## src/verilog/mcs_map.vh

```
`ifndef MCS_MAP_VH
`define MCS_MAP_VH

// ------------------------------------------------------------
// register word addresses
// ------------------------------------------------------------
`define MCS_ADDR_STATUS 7'h09
`define MCS_ADDR_BUFFER 7'h0B
`define MCS_ADDR_MASK   7'h0D

// ------------------------------------------------------------
// reset values and access masks
// ------------------------------------------------------------
`define MCS_STATUS_RST  32'h00000000
`define MCS_BUFFER_RST  32'h00007700
`define MCS_MASK_RST    32'h43FA1F1A
`define MCS_MASK_RW     32'h00001F1A
`define MCS_STATUS_W1C  32'hFFFFFF0A
`define MCS_IRQ_SOURCES 32'h00001D1A
`define MCS_CREDIT_RST  8'h77
`define MCS_FOOTER_SAT  8'h1F

// ------------------------------------------------------------
// status field positions
// ------------------------------------------------------------
`define MCS_BIT_TX_ECC   12
`define MCS_BIT_RX_ECC   11
`define MCS_BIT_LINK_ERR 10
`define MCS_BIT_GAP      8
`define MCS_BIT_URGENT   5
`define MCS_BIT_AVAIL    4
`define MCS_BIT_TX_DONE  3
`define MCS_BIT_LINK_CHG 1
`define MCS_BIT_LINK_UP  0

// ------------------------------------------------------------
// serial access framing
// ------------------------------------------------------------
`define MCS_CRC_POLY    8'h07
`define MCS_CMD_LAST    6'h07
`define MCS_DATA_LAST   6'h27
`define MCS_FRAME_LAST  6'h2F

`endif

```

## src/verilog/mcs_status_regs.v

```verilog
`timescale 1ns/1ns
`include "mcs_map.vh"

// What this block does
// - tx size ecc fault sets flag and flushes whole tx fifo
// - rx size ecc fault sets flag and clears that rx fifo
// - generic mode: serial crc error sets link error flag; unused in chunk mode
// - gap shorter than threshold drops next frame and sets gap flag
// - read-only urgent frame indicator, never drives interrupt, generic mode only
// - generic mode, store-and-forward: frame available while a complete frame is queued
// - generic mode, cut-through: available at threshold or once end of frame arrived
// - urgent queue is delivered before normal queue
// - tx done on completion, also needing empty fifo when qualifier set
// - tx done only in generic mode, cleared only by host writing one
// - link change sticky until host writes one
// - current link state read-only, raises no event itself
// - status at word 0x09, resets zero, upper and error bits write-one-clear
// - buffer status bits 15:8 give transmit credits, chunk mode
// - credits saturated at 31 into 5-bit footer field
// - buffer status bits 7:0 give receive chunks available
// - buffer status at 0x0B read-only, resets 0x00007700
// - mask at 0x0D resets 0x43FA1F1A, every writable bit set; set bit blocks interrupt pin
module mcs_status_regs #(
  parameter GAP_W      = 16,
  parameter THRESH_W   = 16,
  parameter COUNT_W    = 8,
  parameter TX_CREDITS = 8'h77
) (
  input  wire                clock,
  input  wire                sys_rst,
  input  wire                spiSclk,
  input  wire                spiCsN,
  input  wire                spiMosi,
  output wire                misoOut,
  output wire                misoDriveN,
  input  wire                chunkMode,
  input  wire                storeForward,
  input  wire                txRdyOnEmpty,
  input  wire [GAP_W-1:0]    receiveGapThreshold,
  input  wire [THRESH_W-1:0] cutThroughReceiveThreshold,
  input  wire                portLinkUp,
  input  wire                txSizeEccFault,
  input  wire                rxSizeEccFault,
  input  wire                rxEccOnUrgent,
  input  wire                txFrameDone,
  input  wire                txFifoEmpty,
  input  wire                rxFrameStart,
  input  wire                rxFrameEnd,
  input  wire [COUNT_W-1:0]  urgentFrameCount,
  input  wire [COUNT_W-1:0]  normalFrameCount,
  input  wire [THRESH_W-1:0] cutThroughBytes,
  input  wire                eofReceived,
  input  wire                txChunkTaken,
  input  wire                txChunkFreed,
  input  wire                rxChunkStored,
  input  wire                rxChunkRead,
  output reg                 txFifoFlush,
  output reg                 rxFifoFlushUrgent,
  output reg                 rxFifoFlushNormal,
  output reg                 dropNextFrame,
  output reg                 deliverUrgentFirst,
  output reg  [4:0]          footerCredit,
  output reg                 interruptN
);

  // ------------------------------------------------------------
  // declarations
  // ------------------------------------------------------------
  wire [6:0]       accessAddr;
  wire             writeStrobe;
  wire [31:0]      writeData;
  wire             crcGood;
  reg  [31:0]      readWord;
  reg              txEccFlag;
  reg              rxEccFlag;
  reg              linkErrFlag;
  reg              gapFlag;
  reg              txDoneFlag;
  reg              linkChgFlag;
  reg              linkUp;
  reg              urgentAvail;
  reg              frameAvail;
  reg  [31:0]      maskReg;
  reg  [7:0]       txCredit;
  reg  [7:0]       rxChunks;
  reg  [GAP_W-1:0] gapCount;
  reg              gapArmed;
  wire             writeAccepted;
  wire             crcFault;
  wire [31:0]      statusClear;
  wire [31:0]      statusWord;
  wire [31:0]      bufferWord;
  wire [31:0]      maskWord;
  wire             shortGap;
  wire             txDoneEvent;
  wire             availNow;

  function isAddr;
    input [6:0] addr;
    input [6:0] target;
    begin
      isAddr = (addr == target);
    end
  endfunction

  // ------------------------------------------------------------
  // serial register port
  // ------------------------------------------------------------
  mcs_spi_link link (
    .clock       (clock),
    .sys_rst     (sys_rst),
    .spiSclk     (spiSclk),
    .spiCsN      (spiCsN),
    .spiMosi     (spiMosi),
    .readWord    (readWord),
    .accessAddr  (accessAddr),
    .writeStrobe (writeStrobe),
    .writeData   (writeData),
    .crcGood     (crcGood),
    .misoOut     (misoOut),
    .misoDriveN  (misoDriveN)
  );

  // in generic mode a bad crc discards the write so a corrupted clear never lands; chunk mode accepts it
  assign crcFault      = writeStrobe & ~crcGood & ~chunkMode;
  assign writeAccepted = writeStrobe & (crcGood | chunkMode);

  // only write-one-clear positions react; read-only bits ignore writes
  assign statusClear = (writeAccepted && isAddr(accessAddr, `MCS_ADDR_STATUS)) ?
                       (writeData & `MCS_STATUS_W1C) : 32'h00000000;

  // ------------------------------------------------------------
  // read words
  // ------------------------------------------------------------
  assign statusWord = {19'h00000,
                       txEccFlag,
                       rxEccFlag,
                       linkErrFlag,
                       1'b0,
                       gapFlag,
                       2'h0,
                       urgentAvail,
                       frameAvail,
                       txDoneFlag,
                       1'b0,
                       linkChgFlag,
                       linkUp};

  assign bufferWord = {16'h0000, txCredit, rxChunks};

  // reserved mask bits read their fixed reset pattern
  assign maskWord = (`MCS_MASK_RST & ~`MCS_MASK_RW) | (maskReg & `MCS_MASK_RW);

  always @* begin
    readWord = 32'h00000000;
    if (isAddr(accessAddr, `MCS_ADDR_STATUS))
      readWord = statusWord;
    else if (isAddr(accessAddr, `MCS_ADDR_BUFFER))
      readWord = bufferWord;
    else if (isAddr(accessAddr, `MCS_ADDR_MASK))
      readWord = maskWord;
  end

  // ------------------------------------------------------------
  // mask register
  // ------------------------------------------------------------
  always @(posedge clock or posedge sys_rst) begin
    if (sys_rst) begin
      maskReg <= `MCS_MASK_RST;
    end else if (writeAccepted && isAddr(accessAddr, `MCS_ADDR_MASK)) begin
      maskReg <= writeData & `MCS_MASK_RW;
    end
  end

  // ------------------------------------------------------------
  // receive gap measurement, in clock cycles
  // ------------------------------------------------------------
  always @(posedge clock or posedge sys_rst) begin
    if (sys_rst) begin
      gapCount <= {GAP_W{1'b0}};
      gapArmed <= 1'b0;
    end else if (rxFrameEnd) begin
      gapCount <= {GAP_W{1'b0}};
      gapArmed <= 1'b1;
    end else if (rxFrameStart) begin
      gapArmed <= 1'b0;
    end else if (gapArmed && gapCount != {GAP_W{1'b1}}) begin
      gapCount <= gapCount + {{(GAP_W-1){1'b0}}, 1'b1};
    end
  end

  // the very first frame after reset has no gap to judge
  assign shortGap = rxFrameStart & gapArmed & (gapCount < receiveGapThreshold);

  // ------------------------------------------------------------
  // sticky flags: a set in the clearing cycle wins; linkUp just follows portLinkUp
  // ------------------------------------------------------------
  assign txDoneEvent = txFrameDone & (~txRdyOnEmpty | txFifoEmpty) & ~chunkMode;

  always @(posedge clock or posedge sys_rst) begin
    if (sys_rst) begin
      txEccFlag   <= 1'b0;
      rxEccFlag   <= 1'b0;
      linkErrFlag <= 1'b0;
      gapFlag     <= 1'b0;
      txDoneFlag  <= 1'b0;
      linkChgFlag <= 1'b0;
      linkUp      <= 1'b0;
    end else begin
      txEccFlag   <= (txEccFlag & ~statusClear[`MCS_BIT_TX_ECC]) | txSizeEccFault;
      rxEccFlag   <= (rxEccFlag & ~statusClear[`MCS_BIT_RX_ECC]) | rxSizeEccFault;
      linkErrFlag <= (linkErrFlag & ~statusClear[`MCS_BIT_LINK_ERR]) | crcFault;
      gapFlag     <= (gapFlag & ~statusClear[`MCS_BIT_GAP]) | shortGap;
      txDoneFlag  <= (txDoneFlag & ~statusClear[`MCS_BIT_TX_DONE]) | txDoneEvent;
      linkChgFlag <= (linkChgFlag & ~statusClear[`MCS_BIT_LINK_CHG]) | (portLinkUp ^ linkUp);
      linkUp      <= portLinkUp;
    end
  end

  // ------------------------------------------------------------
  // fifo actions
  // ------------------------------------------------------------
  always @(posedge clock or posedge sys_rst) begin
    if (sys_rst) begin
      txFifoFlush       <= 1'b0;
      rxFifoFlushUrgent <= 1'b0;
      rxFifoFlushNormal <= 1'b0;
      dropNextFrame     <= 1'b0;
    end else begin
      txFifoFlush       <= txSizeEccFault;
      rxFifoFlushUrgent <= rxSizeEccFault & rxEccOnUrgent;
      rxFifoFlushNormal <= rxSizeEccFault & ~rxEccOnUrgent;
      dropNextFrame     <= shortGap;
    end
  end

  // ------------------------------------------------------------
  // receive readiness
  // ------------------------------------------------------------
  assign availNow = storeForward ?
                    ((urgentFrameCount != {COUNT_W{1'b0}}) ||
                     (normalFrameCount != {COUNT_W{1'b0}})) :
                    ((cutThroughBytes >= cutThroughReceiveThreshold) || eofReceived);

  always @(posedge clock or posedge sys_rst) begin
    if (sys_rst) begin
      urgentAvail        <= 1'b0;
      frameAvail         <= 1'b0;
      deliverUrgentFirst <= 1'b0;
    end else begin
      urgentAvail        <= ~chunkMode & (urgentFrameCount != {COUNT_W{1'b0}});
      frameAvail         <= ~chunkMode & availNow;
      deliverUrgentFirst <= (urgentFrameCount != {COUNT_W{1'b0}});
    end
  end

  // ------------------------------------------------------------
  // credits and receive chunks
  // ------------------------------------------------------------
  always @(posedge clock or posedge sys_rst) begin
    if (sys_rst) begin
      txCredit <= `MCS_CREDIT_RST;
    end else if (txSizeEccFault) begin
      // the flush frees every buffer at once
      txCredit <= TX_CREDITS;
    end else if (txChunkTaken && !txChunkFreed && txCredit != 8'h00) begin
      txCredit <= txCredit - 8'h01;
    end else if (txChunkFreed && !txChunkTaken && txCredit != TX_CREDITS) begin
      txCredit <= txCredit + 8'h01;
    end
  end

  always @(posedge clock or posedge sys_rst) begin
    if (sys_rst) begin
      rxChunks <= 8'h00;
    end else if (rxChunkStored && !rxChunkRead && rxChunks != 8'hFF) begin
      rxChunks <= rxChunks + 8'h01;
    end else if (rxChunkRead && !rxChunkStored && rxChunks != 8'h00) begin
      rxChunks <= rxChunks - 8'h01;
    end
  end

  // footer field is only five bits wide, so large counts pin at 31
  always @(posedge clock or posedge sys_rst) begin
    if (sys_rst) begin
      footerCredit <= 5'h1F;
    end else if (txCredit > `MCS_FOOTER_SAT) begin
      footerCredit <= 5'h1F;
    end else begin
      footerCredit <= txCredit[4:0];
    end
  end

  // ------------------------------------------------------------
  // interrupt pin: urgent indicator and link state never reach it
  // ------------------------------------------------------------
  always @(posedge clock or posedge sys_rst) begin
    if (sys_rst) begin
      interruptN <= 1'b1;
    end else begin
      interruptN <= ~|(statusWord & ~maskWord & `MCS_IRQ_SOURCES);
    end
  end

endmodule

```

## src/verilog/mcs_spi_link.v

```verilog
`timescale 1ns/1ns
`include "mcs_map.vh"

module mcs_spi_link (
  input  wire        clock,
  input  wire        sys_rst,
  input  wire        spiSclk,
  input  wire        spiCsN,
  input  wire        spiMosi,
  input  wire [31:0] readWord,
  output reg  [6:0]  accessAddr,
  output reg         writeStrobe,
  output reg  [31:0] writeData,
  output reg         crcGood,
  output reg         misoOut,
  output reg         misoDriveN
);

  // ------------------------------------------------------------
  // pin synchronisers
  // ------------------------------------------------------------
  reg        sclkMeta;
  reg        sclkSync;
  reg        sclkLast;
  reg        csMeta;
  reg        csSync;
  reg        mosiMeta;
  reg        mosiSync;
  reg [5:0]  bitCount;
  reg        isWrite;
  reg        loadPending;
  reg [31:0] shiftIn;
  reg [31:0] shiftOut;
  reg [7:0]  crc;
  wire       sclkRise;
  wire       sclkFall;

  // serial crc-8, msb first; a good frame leaves zero
  function [7:0] crcStep;
    input [7:0] c;
    input       b;
    begin
      crcStep = {c[6:0], 1'b0} ^ ((c[7] ^ b) ? `MCS_CRC_POLY : 8'h00);
    end
  endfunction

  always @(posedge clock or posedge sys_rst) begin
    if (sys_rst) begin
      sclkMeta <= 1'b0;
      sclkSync <= 1'b0;
      sclkLast <= 1'b0;
      csMeta   <= 1'b1;
      csSync   <= 1'b1;
      mosiMeta <= 1'b0;
      mosiSync <= 1'b0;
    end else begin
      sclkMeta <= spiSclk;
      sclkSync <= sclkMeta;
      sclkLast <= sclkSync;
      csMeta   <= spiCsN;
      csSync   <= csMeta;
      mosiMeta <= spiMosi;
      mosiSync <= mosiMeta;
    end
  end

  assign sclkRise = sclkSync & ~sclkLast;
  assign sclkFall = ~sclkSync & sclkLast;

  // ------------------------------------------------------------
  // framing: 8 command bits, 32 data bits, 8 crc bits on writes
  // ------------------------------------------------------------
  always @(posedge clock or posedge sys_rst) begin
    if (sys_rst) begin
      bitCount    <= 6'h00;
      isWrite     <= 1'b0;
      loadPending <= 1'b0;
      shiftIn     <= 32'h00000000;
      shiftOut    <= 32'h00000000;
      crc         <= 8'h00;
      accessAddr  <= 7'h00;
      writeStrobe <= 1'b0;
      writeData   <= 32'h00000000;
      crcGood     <= 1'b0;
      misoOut     <= 1'b0;
      misoDriveN  <= 1'b1;
    end else begin
      writeStrobe <= 1'b0;
      if (csSync) begin
        // early deselect abandons the access, nothing is written
        bitCount    <= 6'h00;
        crc         <= 8'h00;
        loadPending <= 1'b0;
        misoOut     <= 1'b0;
        misoDriveN  <= 1'b1;
      end else begin
        if (loadPending) begin
          shiftOut    <= readWord;
          loadPending <= 1'b0;
        end
        if (sclkRise && bitCount <= `MCS_FRAME_LAST) begin
          shiftIn  <= {shiftIn[30:0], mosiSync};
          crc      <= crcStep(crc, mosiSync);
          bitCount <= bitCount + 6'h01;
          if (bitCount == `MCS_CMD_LAST) begin
            accessAddr  <= {shiftIn[5:0], mosiSync};
            isWrite     <= shiftIn[6];
            loadPending <= ~shiftIn[6];
          end
          if (bitCount == `MCS_DATA_LAST)
            writeData <= {shiftIn[30:0], mosiSync};
          if (bitCount == `MCS_FRAME_LAST && isWrite) begin
            writeStrobe <= 1'b1;
            crcGood     <= (crcStep(crc, mosiSync) == 8'h00);
          end
        end
        if (sclkFall && !isWrite && bitCount > `MCS_CMD_LAST) begin
          misoOut    <= shiftOut[31];
          shiftOut   <= {shiftOut[30:0], 1'b0};
          misoDriveN <= 1'b0;
        end
      end
    end
  end

endmodule

```

## config.mk

```make
export PLATFORM = sky130hd
export DESIGN_NAME = mcs_status_regs
export DESIGN_NICKNAME = d
export VERILOG_FILES = /design/src/verilog/mcs_status_regs.v /design/src/verilog/mcs_spi_link.v
export VERILOG_INCLUDE_DIRS = /design/src /design/src/verilog
export SDC_FILE = /design/constraint.sdc
export NUM_CORES = 1
export LEC_CHECK = 0
export BUFFER_PORTS_ARGS = -buffer_cell sky130_fd_sc_hd__clkbuf_2
export CORE_MARGIN = 2
export CORE_UTILIZATION = 46
export CTS_CLUSTER_DIAMETER = 200
export DETAILED_ROUTE_END_ITERATION = 6
export REMOVE_ABC_BUFFERS = 1
export SYNTH_ARGS = -nofsm -noshare
export SYNTH_HDL_FRONTEND = slang
export SYNTH_HIERARCHICAL = 1
export SYNTH_SLANG_ARGS = --single-unit
export TNS_END_PERCENT = 10
```

## constraint.sdc

```tcl
create_clock -name clock -period 5.1 [get_ports clock]
set_input_delay 1.02 -clock clock [delete_from_list [all_inputs] [get_ports clock]]
set_output_delay 1.02 -clock clock [all_outputs]
set_load 0.02 [all_outputs]
```

==> summary.md <==
| Metric | Value |
|---|---|
| Outcome | finished clean |
| Total number of H-tree levels | 4 |
| Summed negative setup slack over all endpoints | 0 ns |
| Cell area after synthesis | 8270 um^2 |
| Power per cell area | ~330 nW/um^2 |
| All-layer global routing usage | 0.188 |
| Total clock sinks | approximately 150 |
| Area growth syn-to-layout | 14.8% |
| Post-DR wirelength/cell | 15.0 um |
| Boundary Pins | 98 |
| IR Drop Worst-Case VDD | 0.236 mV |
| Static power due to leakage | 4.38 nW |
| Depth of the worst register-to-register path | 9 |
| Worst hold path depth | 0 |
| Fill count | ~1700 |
| Core box area | around 18000 um^2 |
| Final Max Slew Viols | 0 |
| Die Footprint | roughly 19000 um^2 |
| Largest net degree at the start of global routing | 74 |
| Clock tree from TritonCTS | yes |
| Post-CTS Setup Repair Bufs | 0 |
| Number of global-route vias before repair | 6101 |
| Worst setup path class | reg2reg |
| RSZ-0062 raised after global routing | no |
| Clock transition at the register clock pins on the worst setup and hold paths after CTS | approximately 0.06 ns |
| Power after layout | between 3 and 4 mW |
| Endpoint type of the worst setup path | flip-flop |
| Final Cycle Share | 0.570 |
| MaxCap Viol Count | 0 |
| Shortest clock period the worst path allows after layout | between 2 and 3 ns |
| Slew margin rel. | 0.322 |
| Largest buffer count on any clock path | 2 |
| Vertical die dimension | about 140 um |
| Detailed-route via count | between 6000 and 7000 |
| Most used cells in the layout excluding fill and tap cells | 124 x dfrtp_1, 102 x nor2_1, 97 x clkbuf_2, 65 x nand2_1, 51 x inv_1 |
| Average cell area after synthesis | roughly 10 um^2 |
| Hold Startpoint | link/mosiMeta |
| Count of input and output buffers | 97 |
| Setup WS post-layout | between 2 and 2.5 ns |
| Worst R2R Start | txCredit[7] |
| Worst R2R Setup Slack | around 2.2 ns |
| Maximum achievable frequency | roughly 0.34 GHz |
| Clock insertion delay at the later pin of the skew report | 0.42 ns |
| Cts-stage hold buffer count | 0 |
| Global routing usage on met1 | 0.269 |
| Post-route DRC violation count | 0 |
| Share of layout cells above drive strength 1 | 0.262 |
| Footprint of the flip-flops and latches | 3710 um^2 |
| Antenna Diode Count | 0 |
| Startpoint types | flip-flop |
| Hold violation total from the final report | 0 |
| Met2 capacity usage during global routing | 0.293 |
| Worst path arrival time | 3.21 ns |
| Final WL | roughly 17000 um |
| Number of setup violations in the final report | 0 |
| Number of clock buffers inserted by TritonCTS | 17 |
| Warnings from Yosys | 6 |
| Hold Path Class | reg2reg |
| Total iterations of the first detailed-routing run | 4 |
| Wire length of the first global-routing pass | ~30000 um |
| Required time of the critical path | 5.40 ns |
| Count of cells resized by post-cts repair | 0 |
| Antenna Violating Nets Remaining | 0 |
| Final global-route overflow total | 0 |
| Routability congestion estimate | slightly above 0.8 |
| Setup Slack @ Placement | ~1.9 ns |
| Most common library cell in the layout ignoring fill and taps | dfrtp_1 |
| Clock tree root driver cell | clkbuf_16 |
| Maximum fanout encountered on the critical timing path | 10 |
| Standard-cell rows | 49 |
| Slew @ Worst Pin | around 1 ns |
| Setup clock skew after layout | ~0.0086 ns |
| Most Used Layer, Global Route | met2 |
| Detailed placer's ending HPWL | between 10000 and 15000 um |
| First DRT Iteration DRCs | 357 |
| Initial antenna violation count | 0 |
| Final #Nets | roughly 1000 |
| Combined area of the multi-input logic cells | 4190 um^2 |
| GRT met3 Usage | 0.0350 |
| Hold endpoint | link/mosiSync |
| Post-Syn Instances | 830 |
| Starting utilization of the core area | 0.465 |
| Vias per std cell | ~5.4 |
| Capturing point of the worst reg2reg path | txCredit[7] |
| Die X | roughly 140 um |
-- flip-flops by register name (all words and copies together), names as in the netlist, 5 cells and up --
register / flops
link/shiftOut: 32
gapCount: 16
link/shiftIn: 12
link/crc: 8
link/writeData: 8
maskReg: 8
rxChunks: 8
txCredit: 8
link/accessAddr: 7
link/bitCount: 6
footerCredit: 5
-- how the worst max path moves through the flow --
stage                        from                 to  slack [ns]  cells after the start
finish                txCredit[7]        txCredit[7]        2.19                      9
global route          rxChunks[0]        rxChunks[6]        1.96                      8
CTS                   txCredit[7]        txCredit[7]        2.19                      9
detailed placement   txChunkFreed        txCredit[7]        1.87                     10
global placement    rxChunkStored        rxChunks[6]        1.89                      9
floorplan           link/sclkSync  link/shiftOut[10]        1.59                      3
-- metrics by stage --
stage	instance area, um^2	instances	util	hold slack [ns]
floorplan	8090	793	-	0.331
global placement	8920	1126	0.502	0.334
detailed placement	8920	1126	0.502	0.336
CTS	9490	1157	0.534	0.350
global route	9490	1157	0.534	0.365
finish	9490	1157	0.534	0.348
-- power breakdown --
group          internal, mW  total (mW)  switching [mW]  leakage [nW]
clock network         0.745        1.20           0.457         0.279
logic                 0.260       0.515           0.255          2.22
registers              1.26        1.38           0.115          1.88
total                  2.27        3.09           0.827          4.38
-- layout make-up --
class | instances | share of cell area
multi-input cells | 593 | 0.441
flip-flops and latches | 147 | 0.391
repair buffers | 104 | 0.0567
clock buffers | 27 | 0.0551
well taps | 229 | 0.0302
inverters | 53 | 0.0211
clock inverters | 4 | 0.00501
-- metal layers --
metal  share of wire  wire length, um
met1            0.50             8750
met5               0                0
met2            0.45             7850
met3           0.032              562
met4           0.014              243
-- worst max-delay path, cell delays in order (launching register included) --
cell,delay [ns]
dfrtp_1,0.46
nor4_1,0.47
a21o_1,0.23
inv_1,0.17
ha_1,0.33
a211oi_1,0.36
o21ai_0,0.14
a31oi_1,0.25
a21oi_1,0.07
a311o_1,0.32
Note: power is estimated with default switching activity, not from simulation.
